--- src/shared/core_irq_pkg.sv ---
// Package with register map, field layouts and reset values of the block.
package core_irq_pkg;

	// ***************************************************************
	// Register indexes; byte address is four times the index.
	// ***************************************************************
	localparam logic [9:0] IDX_ICTL_B0 = 10'h00b; // Interrupt control.
	localparam logic [9:0] IDX_ICTL_B1 = 10'h08b; // Alias in bank 1.
	localparam logic [9:0] IDX_ICTL_B2 = 10'h10b; // Alias in bank 2.
	localparam logic [9:0] IDX_ICTL_B3 = 10'h18b; // Alias in bank 3.
	localparam logic [9:0] IDX_OPT_B1  = 10'h081; // Option configuration.
	localparam logic [9:0] IDX_OPT_B3  = 10'h181; // Alias in bank 3.
	localparam logic [9:0] IDX_STATUS  = 10'h1f0; // Sticky event status.
	localparam logic [9:0] IDX_MASK    = 10'h1f1; // Event mask.

	// ***************************************************************
	// Reset values and widths.
	// ***************************************************************
	localparam logic [7:0] OPTION_RESET = 8'hff;
	localparam logic [7:0] ICTL_RESET   = 8'h00;
	localparam logic [2:0] EVT_RESET    = 3'h0;
	localparam int         EVT_W        = 3;  // Overflow, pin, port change.
	localparam int         PORT_W       = 4;  // Watched port pins.
	localparam int         SYNC_W       = 6;  // Synchronised pins.

	// Option configuration fields.
	typedef struct packed {
		logic       pullup_disable;
		logic       ext_irq_edge_select;
		logic       timer_zero_source_select;
		logic       timer_zero_edge_select;
		logic       prescaler_assign;
		logic [2:0] prescaler_rate;
	} option_t;

	// Interrupt control fields.
	typedef struct packed {
		logic global_irq_enable;
		logic peripheral_irq_enable;
		logic timer_zero_overflow_enable;
		logic ext_pin_irq_enable;
		logic port_b_a_change_enable;
		logic timer_zero_overflow_flag;
		logic ext_pin_irq_flag;
		logic port_b_a_change_flag;
	} intctl_t;

	// Register selected by a bus access.
	typedef enum {SEL_NONE, SEL_ICTL, SEL_OPT, SEL_STAT, SEL_MASK} reg_sel_t;

	// Byte address of a register index.
	function automatic logic [31:0] byte_addr(input logic [9:0] idx);
		byte_addr = {20'h0, idx, 2'b00};
	endfunction

endpackage

--- src/design/core_irq_ctrl.sv ---
// Interrupt control and prescaler option registers behind AHB-Lite.
//
// Implementation choice: the AHB-Lite register port.
`timescale 1ns/1ps
// What this block does
// RULE_01: The option register is read and written at both 81h and 181h.
// RULE_02: One prescaler serves either timer zero or the watchdog, never both.
// RULE_03: With the prescaler on the watchdog, timer zero counts at 1:1.
// RULE_04: Option bits pick the pin edge, timer source, timer edge, pull-ups.
// RULE_05: Interrupt control is one register seen at 0Bh, 8Bh, 10Bh, 18Bh.
// RULE_06: It holds an enable and a flag for overflow, port change and pin.
// RULE_07: A flag sets on its event whatever the enables say.
// RULE_08: Software should clear a flag before setting its enable.
// RULE_09: Bit 6 lets peripheral interrupts through or blocks them all.
// RULE_10: Rate n divides timer zero by 2^(n+1) or the watchdog by 2^n.
// RULE_11: Flags stay set until written zero; port change needs mismatch gone.
module core_irq_ctrl
	import core_irq_pkg::*;
(
	input  wire logic        hclk,            // Core clock, 50 MHz.
	input  wire logic        hresetn,         // Asynchronous reset, low.
	input  wire logic        hsel,            // Slave select.
	input  wire logic [31:0] haddr,           // Byte address.
	input  wire logic [1:0]  htrans,          // Transfer type.
	input  wire logic        hwrite,          // Write when high.
	input  wire logic [2:0]  hsize,           // Transfer size, word only.
	input  wire logic [31:0] hwdata,          // Write data.
	input  wire logic        hready,          // Bus ready.
	output logic             hreadyout,       // Slave ready.
	output logic             hresp,           // Always OKAY.
	output logic [31:0]      hrdata,          // Read data.
	input  wire logic        ext_irq_pin,     // External interrupt pin.
	input  wire logic        timer_zero_pin,  // External timer clock pin.
	input  wire logic [3:0]  port_b_a_pins,   // Watched port pins.
	input  wire logic        port_b_a_read,   // Core read of the port.
	input  wire logic        instr_cycle,     // Internal timer source pulse.
	input  wire logic        watchdog_base,   // Watchdog oscillator pulse.
	input  wire logic        timer_zero_ovf,  // Timer zero overflow pulse.
	input  wire logic        peripheral_irq,  // Unmasked peripheral pending.
	output logic             timer_zero_tick, // Timer zero increment.
	output logic             watchdog_tick,   // Watchdog increment.
	output logic             pullup_disable,  // Port pull-ups off.
	output logic             core_irq_req,    // Interrupt to the core.
	output logic             irq              // Masked event interrupt.
);

	option_t             option_q;
	intctl_t             ictl_q;
	logic [EVT_W-1:0]    status_q;
	logic [EVT_W-1:0]    mask_q;
	reg_sel_t            sel_q;
	logic                wr_pend_q;
	logic                rd_pend_q;
	logic [SYNC_W-1:0]   sync1_q;
	logic [SYNC_W-1:0]   sync2_q;
	logic [SYNC_W-1:0]   sync3_q;
	logic [SYNC_W-1:0]   filt_q;
	logic [SYNC_W-1:0]   prev_q;
	logic [PORT_W-1:0]   port_latch_q;
	logic                take;
	logic                ext_edge;
	logic                pin_edge;
	logic                t0_event;
	logic                mismatch;
	logic                div_step;
	logic                div_pulse;
	logic                div_clear;
	logic [3:0]          div_shift;
	logic [EVT_W-1:0]    events;
	logic                wr_opt;

	// Decode a byte address to the register it selects.
	function automatic reg_sel_t decode(input logic [31:0] a);
		if (a == byte_addr(IDX_ICTL_B0) || a == byte_addr(IDX_ICTL_B1) ||
		    a == byte_addr(IDX_ICTL_B2) || a == byte_addr(IDX_ICTL_B3)) begin
			decode = SEL_ICTL; // [RULE_05]
		end else if (a == byte_addr(IDX_OPT_B1) ||
		             a == byte_addr(IDX_OPT_B3)) begin
			decode = SEL_OPT; // [RULE_01]
		end else if (a == byte_addr(IDX_STATUS)) begin
			decode = SEL_STAT;
		end else if (a == byte_addr(IDX_MASK)) begin
			decode = SEL_MASK;
		end else begin
			decode = SEL_NONE;
		end
	endfunction

	// ***************************************************************
	// AHB-Lite slave.
	// ***************************************************************

	// A transfer is taken on an active address phase while ready.
	assign take   = hsel && htrans[1] && hready;
	assign wr_opt = wr_pend_q && sel_q == SEL_OPT;

	// Address phase capture; reads insert one wait state.
	always_ff @(posedge hclk or negedge hresetn) begin
		if (!hresetn) begin
			sel_q     <= SEL_NONE;
			wr_pend_q <= 1'b0;
			rd_pend_q <= 1'b0;
			hreadyout <= 1'b1;
		end else begin
			wr_pend_q <= take && hwrite;
			rd_pend_q <= take && !hwrite;
			hreadyout <= !(take && !hwrite);
			if (take) begin
				sel_q <= decode(haddr);
			end
		end
	end

	// Read data is loaded during the wait state; unmapped reads zero.
	always_ff @(posedge hclk or negedge hresetn) begin
		if (!hresetn) begin
			hrdata <= 32'h0;
			hresp  <= 1'b0;
		end else begin
			hresp <= 1'b0;
			if (rd_pend_q) begin
				unique case (sel_q)
					SEL_ICTL: hrdata <= {24'h0, ictl_q};
					SEL_OPT:  hrdata <= {24'h0, option_q};
					SEL_STAT: hrdata <= {29'h0, status_q};
					SEL_MASK: hrdata <= {29'h0, mask_q};
					SEL_NONE: hrdata <= 32'h0;
				endcase
			end
		end
	end

	// ***************************************************************
	// Pin synchronisers.
	// ***************************************************************

	// Three flops; a change counts once the second and third agree.
	always_ff @(posedge hclk or negedge hresetn) begin
		if (!hresetn) begin
			sync1_q <= '0;
			sync2_q <= '0;
			sync3_q <= '0;
			filt_q  <= '0;
			prev_q  <= '0;
		end else begin
			sync1_q <= {port_b_a_pins, timer_zero_pin, ext_irq_pin};
			sync2_q <= sync1_q;
			sync3_q <= sync2_q;
			prev_q  <= filt_q;
			for (int i = 0; i < SYNC_W; i++) begin
				if (sync2_q[i] == sync3_q[i]) begin
					filt_q[i] <= sync3_q[i];
				end
			end
		end
	end

	// Pin edges chosen by the option edge selects.
	assign ext_edge = option_q.ext_irq_edge_select ?
		(filt_q[0] && !prev_q[0]) : (!filt_q[0] && prev_q[0]); // [RULE_04]
	assign pin_edge = option_q.timer_zero_edge_select ?
		(!filt_q[1] && prev_q[1]) : (filt_q[1] && !prev_q[1]); // [RULE_04]
	assign t0_event = option_q.timer_zero_source_select ?
		pin_edge : instr_cycle; // [RULE_04]

	// Port change latch is refreshed by every read of the port.
	always_ff @(posedge hclk or negedge hresetn) begin
		if (!hresetn) begin
			port_latch_q <= '0;
		end else if (port_b_a_read) begin
			port_latch_q <= filt_q[SYNC_W-1:2];
		end
	end

	assign mismatch = !port_b_a_read && (filt_q[SYNC_W-1:2] != port_latch_q);

	// ***************************************************************
	// Shared prescaler.
	// ***************************************************************

	// Divider input and ratio follow the assignment bit.
	assign div_step  = option_q.prescaler_assign ?
		watchdog_base : t0_event; // [RULE_02]
	assign div_shift = option_q.prescaler_assign ?
		{1'b0, option_q.prescaler_rate} :
		{1'b0, option_q.prescaler_rate} + 4'h1; // [RULE_10]
	assign div_clear = wr_opt &&
		(hwdata[3] != option_q.prescaler_assign); // [RULE_02]

	prescaler_divider #(
		.WIDTH (8)
	) u_div (
		.hclk    (hclk),
		.hresetn (hresetn),
		.clear   (div_clear),
		.step    (div_step),
		.shift_k (div_shift),
		.pulse   (div_pulse)
	);

	// The side without the prescaler runs at its own rate.
	always_ff @(posedge hclk or negedge hresetn) begin
		if (!hresetn) begin
			timer_zero_tick <= 1'b0;
			watchdog_tick   <= 1'b0;
		end else if (option_q.prescaler_assign) begin
			timer_zero_tick <= t0_event; // [RULE_03]
			watchdog_tick   <= div_pulse; // [RULE_02]
		end else begin
			timer_zero_tick <= div_pulse; // [RULE_02]
			watchdog_tick   <= watchdog_base;
		end
	end

	// ***************************************************************
	// Option and interrupt control registers.
	// ***************************************************************

	// Option register write.
	always_ff @(posedge hclk or negedge hresetn) begin
		if (!hresetn) begin
			option_q       <= option_t'(OPTION_RESET);
			pullup_disable <= OPTION_RESET[7];
		end else begin
			if (wr_opt) begin
				option_q <= option_t'(hwdata[7:0]); // [RULE_01]
			end
			pullup_disable <= option_q.pullup_disable; // [RULE_04]
		end
	end

	// Flags set on their events and win over a clearing write.
	always_ff @(posedge hclk or negedge hresetn) begin
		if (!hresetn) begin
			ictl_q <= intctl_t'(ICTL_RESET);
		end else begin
			if (wr_pend_q && sel_q == SEL_ICTL) begin
				ictl_q <= intctl_t'(hwdata[7:0]); // [RULE_05] [RULE_06]
			end
			if (timer_zero_ovf) begin
				ictl_q.timer_zero_overflow_flag <= 1'b1; // [RULE_07]
			end
			if (ext_edge) begin
				ictl_q.ext_pin_irq_flag <= 1'b1; // [RULE_07]
			end
			if (mismatch) begin
				ictl_q.port_b_a_change_flag <= 1'b1; // [RULE_11]
			end
		end
	end

	// Request to the core under the global enable and each source's own enable.
	always_ff @(posedge hclk or negedge hresetn) begin
		if (!hresetn) begin
			core_irq_req <= 1'b0;
		end else begin
			core_irq_req <= ictl_q.global_irq_enable && (
				(ictl_q.timer_zero_overflow_enable &&
				 ictl_q.timer_zero_overflow_flag) ||
				(ictl_q.ext_pin_irq_enable && ictl_q.ext_pin_irq_flag) ||
				(ictl_q.port_b_a_change_enable && ictl_q.port_b_a_change_flag) ||
				(ictl_q.peripheral_irq_enable && peripheral_irq)); // [RULE_09]
		end
	end

	// ***************************************************************
	// Sticky event status, mask and interrupt line.
	// ***************************************************************

	assign events = {timer_zero_ovf, ext_edge, mismatch};

	// Write one to clear; a new event wins over the clear.
	always_ff @(posedge hclk or negedge hresetn) begin
		if (!hresetn) begin
			status_q <= EVT_RESET;
			mask_q   <= EVT_RESET;
			irq      <= 1'b0;
		end else begin
			if (wr_pend_q && sel_q == SEL_STAT) begin
				status_q <= (status_q & ~hwdata[EVT_W-1:0]) | events;
			end else begin
				status_q <= status_q | events;
			end
			if (wr_pend_q && sel_q == SEL_MASK) begin
				mask_q <= hwdata[EVT_W-1:0];
			end
			irq <= |(status_q & mask_q);
		end
	end
endmodule

--- src/design/prescaler_divider.sv ---
// Shared prescaler counter that divides a pulse train by two to a power.
`timescale 1ns/1ps
module prescaler_divider #(
	parameter int WIDTH = 8 // Counter width, enough for the largest ratio.
) (
	input  wire logic             hclk,    // Core clock.
	input  wire logic             hresetn, // Asynchronous reset, low.
	input  wire logic             clear,   // Restart the count.
	input  wire logic             step,    // Input pulse to divide.
	input  wire logic [3:0]       shift_k, // Ratio is two to this power.
	output logic                  pulse    // One pulse per ratio steps.
);

	logic [WIDTH-1:0] count_q;
	logic [WIDTH-1:0] mask;

	// ***************************************************************
	// Elaboration check.
	// ***************************************************************
	if (WIDTH < 8) begin : g_width_check
		$error("prescaler_divider needs WIDTH of at least 8");
	end

	// Mask of the low bits that must all be one before a pulse.
	function automatic logic [WIDTH-1:0] low_mask(input logic [3:0] k);
		low_mask = ~({WIDTH{1'b1}} << k);
	endfunction

	// Output pulse on the step that completes a full ratio.
	assign mask  = low_mask(shift_k);
	assign pulse = step && ((count_q & mask) == mask); // [RULE_10]

	// Counter advances once per input pulse.
	always_ff @(posedge hclk or negedge hresetn) begin
		if (!hresetn) begin
			count_q <= '0;
		end else if (clear) begin
			count_q <= '0;
		end else if (step) begin
			count_q <= count_q + 1'b1;
		end
	end
endmodule

--- config.mk ---
export PLATFORM = sky130hd
export DESIGN_NAME = core_irq_ctrl
export DESIGN_NICKNAME = d
export VERILOG_FILES = /design/src/shared/core_irq_pkg.sv /design/src/design/core_irq_ctrl.sv /design/src/design/prescaler_divider.sv
export SDC_FILE = /design/constraint.sdc
export NUM_CORES = 1
export LEC_CHECK = 0
export ABC_AREA = 1
export BUFFER_PORTS_ARGS = -buffer_cell sky130_fd_sc_hd__buf_4
export CORE_UTILIZATION = 45
export CTS_BUF_LIST = sky130_fd_sc_hd__clkbuf_8 sky130_fd_sc_hd__clkbuf_16
export DETAILED_ROUTE_END_ITERATION = 16
export PLACE_DENSITY = 0.8
export SETUP_SLACK_MARGIN = 0.5
export SLEW_MARGIN = 10
export SYNTH_ARGS = -nofsm -noshare
export SYNTH_HDL_FRONTEND = slang
export SYNTH_SLANG_ARGS = --single-unit
--- constraint.sdc ---
create_clock -name hclk -period 2 [get_ports hclk]
set_input_delay 0.1 -clock hclk [delete_from_list [all_inputs] [get_ports hclk]]
set_output_delay 0.1 -clock hclk [all_outputs]
set_load 0.02 [all_outputs]
Word level (Yosys, flattened, before mapping)
Index checks and enable logic that the tools add are counted.
{"block": "op_classes", "add_sub_neg": 2, "eq_ne": 25, "shift": 1, "n_mux": 19, "bitwise_logic": 7, "n_reduce_logical": 40}
{"cell": "32-bit by 11-bit == test with 1-bit output, second input constant", "count": 5}
{"cell": "32-bit case mux with 5 select lines", "count": 1}
{"cell": "32-bit by 2-bit == test with 1-bit output, second input constant", "count": 3}
{"cell": "32-bit by 3-bit == test with 1-bit output, second input constant", "count": 3}
{"cell": "32-bit by 10-bit == test with 1-bit output, second input constant", "count": 2}
{"cell": "32-bit 2-to-1 mux", "count": 2}
{"cell": "32-bit by 1-bit == test with 1-bit output, second input constant", "count": 1}
{"cell": "32-bit by 4-bit == test with 1-bit output, second input constant", "count": 1}
{"cell": "32-bit by 6-bit == test with 1-bit output, second input constant", "count": 1}
{"cell": "32-bit zero test", "count": 1}
{"cell": "1-bit logical AND", "count": 20}
{"cell": "8-bit 2-to-1 mux", "count": 2}
{"cell": "3-bit 2-to-1 mux", "count": 4}
{"cell": "1-bit 2-to-1 mux", "count": 9}
{"cell": "8-bit by 1-bit adder with 8-bit output, second input constant", "count": 1}
{"cell": "8-bit bitwise AND", "count": 1}
{"cell": "8-bit == test", "count": 1}
{"cell": "8-bit NOT", "count": 1}
{"cell": "2-bit nonzero test", "count": 4}
{"cell": "8-bit by 4-bit left shift with 8-bit output, first input constant", "count": 1}
{"cell": "1-bit zero test", "count": 7}
{"cell": "1-bit logical OR", "count": 7}
{"cell": "3-bit bitwise AND", "count": 2}
{"cell": "1-bit == test", "count": 6}
{"cell": "7 further kinds", "count": 8}
{"block": "totals", "regBits": 132, "elab_cells": 132}

Longest topological paths before layout
Gate-level depths: netlist of run 1.
{"block": "logic_depth", "depth_word": 8, "depth_mapped": 10, "mapped_depth_nobuf": 10}

Modules after synthesis
Synthesis of run 1 repeated with hierarchy kept, for this count alone.
{"block": "unflattened", "hier_cells": 460, "hier_area_um2": 3883.7}
{"mod": "core_irq_ctrl", "instances": 1, "cells_per_inst": 379, "area_each_um2": 3330.7, "seq_area_each_um2": 1789.2}
{"mod": "prescaler_divider", "instances": 1, "cells_per_inst": 81, "area_each_um2": 553.0, "seq_area_each_um2": 200.2}

Worst setup path before layout of run 1
No wires, ideal clock.
{"block": "synth_path", "kind": "reg2reg", "from": "register option_q[0] in the netlist's numbering", "to": "register timer_zero_tick", "arrival_time_ns": 1.377, "required_ns": 1.923, "path_slack_ns": 0.545, "stages_incl_launch_ff": 9, "path_buffers": 0, "synth_period_minus_slack_ns": 1.455, "cell_sequence": "dfstp_2 -> ha_1 -> nand2_1 -> nand2_1 -> a21oi_1 -> nand3_1 -> nand2_1 -> nand4_1 -> a21oi_1"}
{"block": "synth_between", "elab_chain_cells": 8}
{"element": "from (decl)", "line": "core_irq_ctrl.sv:47", "source": "option_t option_q;"}
{"element": "from (signal assigned)", "line": "core_irq_ctrl.sv:222", "source": "option_q <= option_t'(OPTION_RESET);"}
{"element": "from (signal assigned)", "line": "core_irq_ctrl.sv:226", "source": "option_q <= option_t'(hwdata[7:0]);"}
{"element": "3-bit by 1-bit adder with 4-bit output", "line": "core_irq_ctrl.sv:186", "source": "{1'b0, option_q.prescaler_rate} + 4'h1;"}
{"element": "4-bit 2-to-1 mux *", "line": "core_irq_ctrl.sv:184", "source": "assign div_shift = option_q.prescaler_assign ?"}
{"element": "8-bit by 4-bit left shift with 8-bit output *", "line": "prescaler_divider.sv:26", "source": "low_mask = ~({WIDTH{1'b1}} << k);"}
{"element": "8-bit NOT *", "line": "prescaler_divider.sv:26"}
{"element": "8-bit bitwise AND", "line": "prescaler_divider.sv:31", "source": "assign pulse = step && ((count_q & mask) == mask);"}
{"element": "8-bit == test *", "line": "prescaler_divider.sv:31"}
{"element": "1-bit logical AND *", "line": "prescaler_divider.sv:31"}
{"element": "1-bit 2-to-1 mux *", "line": "core_irq_ctrl.sv:206", "source": "end else if (option_q.prescaler_assign) begin"}
{"element": "to (signal assigned)", "line": "core_irq_ctrl.sv:207", "source": "timer_zero_tick <= t0_event;"}
{"element": "to (signal assigned)", "line": "core_irq_ctrl.sv:210", "source": "timer_zero_tick <= div_pulse;"}
{"element": "to (decl)", "line": "core_irq_ctrl.sv:40", "source": "output logic timer_zero_tick,"}
Every way passes the cells marked *; elsewhere a longest branch is shown, timed or not.
A chain may end at the register's enable or synchronous reset.

Worst setup path after layout of run 1
Ends and elaborated chain as after synthesis.

==> results of run 1 <==
## what timing repair did
action	CTS	global route
gates cloned	1	0
pin swaps	4	6
endpoints found under the setup margin	13	15
gates resized for setup	10	19
buffers inserted	6	5
endpoints found under the hold margin	41	0
hold buffers	13	0
## final cells by class
class                           instances  area, µm²  area share (%)
Multi-Input combinational cell        273       1480            31.2
Timing Repair Buffer                   97        777            16.4
Sequential cell                        79       1990            42.0
Clock inverter                          7       62.6            1.32
Inverter                               48        183            3.85
Clock buffer                            9        124            2.61
Tap cell                              102        128            2.69
## cells in the final DEF, fill, tap and decap left out, drive strengths merged, types with 2 or more instances in the layout
cell and n:
a41oi 2, dlygate4sd3 13, clkbuf 9, o22ai 3, nand4 12, xnor2 5, dfstp 10, buf 84
a21boi 2, nor2 40, xor2 2, conb 25, maj3 6, inv 53, nand2 93, ha 2
a31oi 7, o21ai 34, dfrtp 69, nand3 24, a21oi 9, mux2 4
## worst min-delay path by stage
stage / start / end / slack [ns] / cells past startpoint
2_1_floorplan: hresetn / core_irq_req / -0.20 / 0
3_3_place_gp: hresetn / filt_q[4] / 0.03 / 1
3_5_place_dp: hresetn / sync3_q[4] / 0.03 / 1
4_1_cts: hwdata[5] / option_q[5] / 0.002 / 3
5_1_grt: hwdata[5] / option_q[5] / 0.0003 / 3
6_report: hwdata[5] / option_q[5] / 0.01 / 3
## routing by layer
metal / part of all wire (%) / GRT usage [%] / vias to the layer above
met1: 44 / 23.8 / 1431
met2: 51 / 31.9 / 86
li1: - / - / 1479
met3: 4.3 / 3.12 / 11
met4: 1.2 / 6.77 / 0
met5: 0 / 0 / -
## cell families (layout without fill, tap and decap cells)
group	Yosys count	count (layout)
flops	79	79
xor+xnor	7	7
fa+ha+maj	8	8
mux	5	5
compound gates	59	59
buf+inv	78	161
other cells	1	25
simple gates	168	169
## power breakdown
part	internal (µW)	leakage, µW	switching, µW
clock network	479	0.0000931	639
registers	1800	0.000903	144
logic	346	0.00139	428
## through the flow
step	std cells	worst slack (ns)	power [µW]	hold WS [ns]	util (%)
after CTS	610	0.452	3850	0.00246	59.5
after global placement	574	0.416	2680	0.0277	54.2
after floorplan	429	0.545	2430	-0.196	-
after detailed placement	574	0.371	2710	0.0339	54.2
after global routing	615	0.249	4060	0.000329	60.8
final	615	0.389	3840	0.00984	60.8
## worst max-delay path, stage by stage, from the launching register on
cell and delay [ns]:
dfstp_2 0.57, ha_4 0.21, nand2_4 0.08, nand2_4 0.06
a21oi_2 0.15, nand3_1 0.08, nand2_1 0.06, nand4_1 0.15
a21oi_2 0.19
## sequential cells by signal (all words and copies together), names as in the netlist, 2 cells and up
register	cells
filt_q	6
option_q	8
status_q	3
sync2_q	6
port_latch_q	4
prev_q	2
sync3_q	6
sync1_q	6
ictl_q	8
sel_q	3
hrdata	8
u_div.count_q	8
mask_q	3
==> flow_metrics.tcl, run 1 <==
set metrics [dict create \
    synthTopCellsByCount "89 x nand2_1, 69 x dfrtp_1, 47 x inv_1, 38 x nor2_1, 31 x o21ai_0" \
    netlist.area_leader.share_pct 46.9 \
    antenna_found_initial 0 \
    crit_type "register to register" \
    die_height_um 92.5 \
    required_ns 2.28 \
    arrival_ns 1.89 \
    p_per_area_nw_per_um2 809 \
    grt.overflow.total 0 \
    n_antenna_cell 0 \
    rsz0062_at_grt "true" \
    dpl_cell_area_um2 4230 \
    clock_tree.root_cell "clkbuf_8" \
    fp.coreArea_um2 7810 \
    worstRegToRegCells 8 \
    area_delta_synth_final_pct 28.8 \
    status "completed" \
    setup.worst_path.start "option_q[0]" \
    clk_latency_ns 0.35 \
    ys_types 32 \
    r2r-end "timer_zero_tick" \
    synth_compound_area_share_pct 9.31 \
    dp_hpwl_um 5210 \
    synthMuxAreaShare_pct 1.50 \
    grt_pass1_vias 2890 \
    post-route-min-period_ns 1.61 \
    die_x_um 92.5 \
    yosysMostFrequentCell "nand2_1" \
    r2r_slack_ns 0.39 \
    numCtsBuffers 9 \
    final_antenna_net_count 0 \
    ioPinCount 124 \
    cts.sinks 79 \
    hold_path_class "input pin to register" \
    netlist.top_cell.by_area "dfrtp_1" \
    async_flop_share_pct 100 \
    drt_drc_violations_left 0 \
    viasPerCell 4.89 \
    synth_area_um2 3680 \
    rows 32 \
    fmax_mhz 621 \
    grt_util_all_layers_pct 18.7 \
    yosysWarnings 0 \
    die_area_um2 8550 \
    syn_inst 405 \
    nets 595 \
    ys_seq_area_share_pct 54.0 \
    maxCapViolCount 0 \
    clock_path_buffers 2 \
    drive_gt1_share_pct 27.5 \
    ir_drop_mv 0.491 \
    final-setup-viol-count 0 \
    slew_viol_final 0 \
    r2r_start "option_q[0]" \
    grt_max_degree 54 \
    cts_htree_levels 3 \
    leakagePower_uw 0.00239 \
    start_util_pct 47.2 \
    synth_area_leaders "dfrtp_1 47%, nand2_1 9.1%, dfstp_2 7.1%" \
    gp_congestion 0.837 \
    grt_pass1_wl_um 12600 \
    drt_iter0_markers 184 \
    finalInstanceArea_um2 4740 \
    port_buffers 70 \
    avgSynthCellArea_um2 9.09 \
    synthAdderAreaFrac_pct 2.31 \
    critPathLaunchType "register" \
    fin_crit_sh_pct 80.5 \
    end_kind "register" \
    fill_cells 644 \
    synth-main-ff-cell "dfrtp_1" \
    yosys.area_share.simple_pct 20.0 \
    synth_top_family_by_area "simple AND/OR/NAND/NOR gates" \
    synth_edf_count 0 \
    cts.clk_slew.worst_paths_ns 0.09 \
    first_pass_iters 4 \
    routed-via-count 3007 \
    ys_ff_latch 79 \
    skew_ns 0.00767 \
    setup_tns_ns 0 \
    cts_tree "yes" \
    synth_xor_area_share_pct 1.66 \
    critPathMaxFanout 4 \
    finalHoldViolCount 0 \
    wl_um 7500 \
    cp-endpoint "timer_zero_tick" \
    wl_per_cell_um 12.2 \
]
(Power assumes the default switching activity.)
==> run 2, diff against run 1 <==
--- a/config.mk
+++ b/config.mk
@@ -10,7 +10,7 @@
 export CORE_UTILIZATION = 45
 export CTS_BUF_LIST = sky130_fd_sc_hd__clkbuf_8 sky130_fd_sc_hd__clkbuf_16
 export DETAILED_ROUTE_END_ITERATION = 16
-export PLACE_DENSITY = 0.8
+export PLACE_DENSITY = 0.82
 export SETUP_SLACK_MARGIN = 0.5
 export SLEW_MARGIN = 10
 export SYNTH_ARGS = -nofsm -noshare
==> constraint.sdc (replaced) <==
create_clock -name hclk -period 1.33 [get_ports hclk]
set_input_delay 0.0665 -clock hclk [delete_from_list [all_inputs] [get_ports hclk]]
set_output_delay 0.0665 -clock hclk [all_outputs]
set_load 0.02 [all_outputs]
==> flow_metrics.tcl, run 2 (same netlist as run 1, synthesis figures left out) <==
set metrics [dict create \
    status "finished with violations" \
    failed_checks "setup timing" \
    clock_tree.root_cell "clkbuf_8" \
    cp_top_family "flip-flops" \
    mostFrequentLayoutCells "82 x buf_4, 67 x dfrtp_1, 51 x nand2_1, 41 x inv_1, 34 x nor2_1" \
    first_pass_iters 7 \
    crit_top_cell "nand2_4" \
    timing.hold.ws_ns 0.0131 \
    fin_cells 655 \
    drive_gt1_share_pct 47.4 \
    critPathMaxFanout 4 \
    grt_max_degree 39 \
    cts.sinks 79 \
    p_per_area_nw_per_um2 1160 \
    start_util_pct 47.2 \
    die_x_um 92.5 \
    ioPinCount 124 \
    timing.critical_path.buf_inv 0 \
    pre_cts_slack_ns -0.193 \
    hold_start "haddr[3]" \
    die_area_um2 8550 \
    area_delta_synth_final_pct 53.7 \
    maxCapViolCount 0 \
    final-setup-viol-count 19 \
    slew_viol_final 0 \
    worstRegToRegCells 8 \
    clk_latency_ns 0.37 \
    r2r-end "timer_zero_tick" \
    rows 32 \
    dpl_cell_area_um2 4400 \
    dp_hpwl_um 5610 \
    final_antenna_net_count 0 \
    ir_drop_mv 0.639 \
    fin_crit_sh_pct 114 \
    antenna_found_initial 0 \
    fill_cells 492 \
    port_buffers 70 \
    post-route-min-period_ns 1.52 \
    numCtsBuffers 9 \
    grt_util_all_layers_pct 22.3 \
    clock_path_buffers 2 \
    grt.overflow.total 0 \
    fp.coreArea_um2 7810 \
    wl_um 10800 \
    grt_pass1_wl_um 14600 \
    cts.clk_slew.worst_paths_ns 0.09 \
    routed-via-count 3437 \
    n_antenna_cell 0 \
    gp_congestion 0.857 \
    holdPathStages 4 \
    finalHoldViolCount 0 \
    skew_ns 0.00907 \
    fmax_mhz 658 \
    nets 635 \
    cpPeakStageDelay_ns 0.57 \
    layout_commonest_cell "buf_4" \
    holdPathEnd "sel_q[2]" \
    viasPerCell 5.25 \
    cts_tree "yes" \
    hold_path_class "input pin to register" \
    required_ns 1.63 \
    arrival_ns 1.82 \
    die_height_um 92.5 \
    worstPathCellList "ha_4 > nand2_4 > nand2_4 > a21oi_2 > nand3_1 > nand2_1 > nand4_1 > a21oi_1" \
    grt_pass1_vias 3232 \
    drt_drc_violations_left 0 \
    dp_cells 589 \
    wl_per_cell_um 16.5 \
    leakagePower_uw 0.00278 \
    cts_htree_levels 3 \
    rsz0062_at_grt "true" \
    r2r_start "option_q[0]" \
    finalInstanceArea_um2 5660 \
    drt_iter0_markers 191 \
    end_kind "register" \
    r2r_slack_ns -0.19 \
    setup_slack_ns -0.191 \
    crit_type "register to register" \
    critPathLaunchType "register" \
    cp_slowest_cell "dfstp_2" \
]
==> run 2: cell count changes in the layout (fill, tap and decap cells not counted), sizes merged <==
cell and delta:
clkbuf +1, buf +34, clkinvlp -1, bufinv +1, clkinv +1, inv -1
dlygate4sd3 +5
==> run 2: tightest hold or removal path, stage by stage <==
cell and delay, ns:
buf_4 0.09, nor2_1 0.05, nand3_1 0.07, o22ai_1 0.07
==> run 2: worst max path at each step <==
stage / startpoint / depth (start not counted) / to
detailed placement: option_q[0] / 8 / watchdog_tick
global route: option_q[0] / 8 / timer_zero_tick
floorplan: option_q[0] / 8 / timer_zero_tick
finish: option_q[0] / 8 / timer_zero_tick
global placement: option_q[0] / 8 / watchdog_tick
CTS: option_q[0] / 8 / watchdog_tick
==> run 2: final cells by class <==
class                   count  area, µm²  area share [%]
inverters                  48        188            3.32
well taps                 102        128            2.25
clock buffers               9        124            2.19
repair buffers            137       1290            22.8
multi-input cells         273       1850            32.7
clock inverters             7       87.6            1.55
flip-flops and latches     79       1990            35.2
==> run 2: through the flow <==
step	power [µW]	TNS (ns)	util, %
2_1_floorplan	3690	-0.785	-
3_3_place_gp	4070	-0.502	56.4
3_5_place_dp	4110	-1.30	56.4
4_1_cts	6280	-0.606	67.2
5_1_grt	6840	-2.55	72.5
6_report	6590	-1.24	72.5
==> run 2: repair_timing <==
| action | 4_1_cts | 5_1_grt |
|---|---|---|
| hold buffers | 18 | 0 |
| gates cloned | 2 | 1 |
| endpoints found under the setup margin | 62 | 72 |
| gates resized for setup | 94 | 63 |
| buffers inserted | 16 | 13 |
| endpoints found under the hold margin | 96 | 0 |
| pin swaps | 23 | 26 |
==> run 2: metal layers <==
metal,up-vias,share of wire [%],global-route usage [%]
met1,1675,38,25.1
met4,0,4.1,11.7
met5,-,0,0
met2,166,53,38.6
met3,38,5.8,5.75
li1,1558,-,-
==> run 2: power by group <==
group          total [µW]  internal [µW]  switching, µW
registers            3000           2710            292
clock network        1960            917           1040
logic                1630            784            848
total                6590           4410           2180
==> run 3, diff against run 2 <==
--- a/config.mk
+++ b/config.mk
@@ -6,7 +6,7 @@
 export NUM_CORES = 1
 export LEC_CHECK = 0
 export ABC_AREA = 1
-export BUFFER_PORTS_ARGS = -buffer_cell sky130_fd_sc_hd__buf_4
+export BUFFER_PORTS_ARGS = -buffer_cell sky130_fd_sc_hd__buf_2
 export CORE_UTILIZATION = 45
 export CTS_BUF_LIST = sky130_fd_sc_hd__clkbuf_8 sky130_fd_sc_hd__clkbuf_16
 export DETAILED_ROUTE_END_ITERATION = 16
==> flow_metrics.tcl, run 3 (same netlist as run 1, synthesis figures left out) <==
set metrics [dict create \
    status "finished with violations" \
    failed_checks "setup timing" \
    end_kind "register" \
    fp.coreArea_um2 7810 \
    dpl_cell_area_um2 4220 \
    port_buffers 70 \
    total_power_uw 6440 \
    skew_ns 0.0142 \
    clock_tree.root_cell "clkbuf_8" \
    grt_util_all_layers_pct 22.3 \
    mostFrequentLayoutCells "66 x dfrtp_1, 59 x nand2_1, 50 x buf_2, 43 x inv_1, 30 x buf_6" \
    nets 630 \
    seqCellArea_um2 1990 \
    viasPerCell 5.32 \
    final_antenna_net_count 0 \
    rsz0062_at_grt "true" \
    clock_path_buffers 2 \
    final-setup-viol-count 24 \
    grt_pass1_vias 3155 \
    cts.sinks 79 \
    drive_gt1_share_pct 45.3 \
    maxCapViolCount 0 \
    grt_max_degree 80 \
    crit_type "register to register" \
    antenna_found_initial 0 \
    die_x_um 92.5 \
    cts.clk_slew.worst_paths_ns 0.09 \
    finalHoldViolCount 0 \
    critPathLaunchType "register" \
    critPathMaxFanout 4 \
    worstRegToRegCells 8 \
    wl_um 10600 \
    ir_drop_mv 0.674 \
    gp_congestion 0.888 \
    grt_pass1_wl_um 14600 \
    wl_per_cell_um 16.2 \
    cts_tree "yes" \
    arrival_ns 1.81 \
    fill_cells 540 \
    drt_drc_violations_left 0 \
    rows 32 \
    finalInstanceArea_um2 5440 \
    hold_path_class "input pin to register" \
    n_antenna_cell 0 \
    die_area_um2 8550 \
    fin_crit_sh_pct 114 \
    ioPinCount 124 \
    holdPathStages 4 \
    leakagePower_uw 0.00270 \
    numCtsBuffers 9 \
    routed-via-count 3457 \
    start_util_pct 47.2 \
    required_ns 1.62 \
    multi_input_area_um2 1810 \
    drt_iter0_markers 255 \
    first_pass_iters 5 \
    layout_commonest_cell "dfrtp_1" \
    p_per_area_nw_per_um2 1180 \
    slew_viol_final 0 \
    post-route-min-period_ns 1.52 \
    die_height_um 92.5 \
    fmax_mhz 659 \
    setup_slack_ns -0.188 \
    area_delta_synth_final_pct 47.7 \
    grt.overflow.total 0 \
    dp_hpwl_um 5370 \
    clk_latency_ns 0.36 \
    cts_htree_levels 3 \
]
-- run 3: cell count changes in the layout (fill, tap and decap cells not counted), moves of 4 or more --
| cell | delta |
|---|---|
| nand2_4 | -6 |
| o21ai_1 | +5 |
| buf_2 | +50 |
| nor2_2 | +4 |
| buf_4 | -54 |
| nand2_1 | +8 |
| o21ai_2 | -4 |
| nor2_1 | -9 |
| nor2_4 | +5 |
-- run 3: stage by stage --
step	worst slack, ns	TNS (ns)	hold slack (ns)	util (%)	std cells
after floorplan	-0.113	-0.785	-0.229	-	429
after global placement	-0.119	-0.477	0.118	54.1	588
after detailed placement	-0.165	-1.04	0.120	54.1	588
after CTS	-0.146	-0.524	0.00738	64.7	636
after global routing	-0.272	-3.45	0.0568	69.7	650
final	-0.188	-1.79	0.0515	69.7	650
-- run 3: layout make-up --
| cell class | instances | share of cell area (%) |
|---|---|---|
| Clock inverter | 6 | 1.26 |
| Timing Repair Buffer | 132 | 20.5 |
| Sequential cell | 79 | 36.6 |
| Tap cell | 102 | 2.35 |
| Inverter | 48 | 3.45 |
| Clock buffer | 10 | 2.53 |
| Multi-Input combinational cell | 273 | 33.3 |
-- run 3: routing by layer --
layer,global-route usage (%),wire length [µm],vias up
li1,-,-,1548
met1,26.7,3930,1674
met2,37.7,5470,190
met3,5.09,642,45
met4,10.8,508,0
met5,0,0,-
-- run 3: final timing paths --
kind                                  start             to  slack [ns]
worst max-delay path            option_q[0]  watchdog_tick       -0.19
worst min-delay path               haddr[3]       sel_q[2]        0.05
worst max register to register  option_q[0]  watchdog_tick       -0.19
worst min register to register   sync1_q[1]     sync2_q[1]        0.35
max in group asynchronous           hresetn    option_q[4]        0.70
min in group asynchronous           hresetn      filt_q[4]        0.26
-- run 3: repair_timing --
| action | in CTS | in global routing |
|---|---|---|
| gates cloned | 2 | 1 |
| hold buffers | 17 | 0 |
| endpoints found under the setup margin | 62 | 63 |
| pin swaps | 23 | 32 |
| hold endpoints to repair | 90 | 0 |
| setup buffers | 13 | 13 |
| resized for setup | 99 | 65 |
-- run 3: power by group --
group	leakage, µW	switching, µW	internal [µW]
logic	0.00169	830	745
registers	0.000901	293	2710
clock network	0.000103	937	928
total	0.00270	2060	4380
-- run 3: worst max-delay path, stage by stage (launching register included) --
cell and delay [ns]:
dfstp_2 0.56, ha_4 0.21, nand2_4 0.08, nand2_4 0.06, a21oi_2 0.15, nand3_1 0.09, nand2_1 0.06, nand4_1 0.09
a21oi_1 0.14
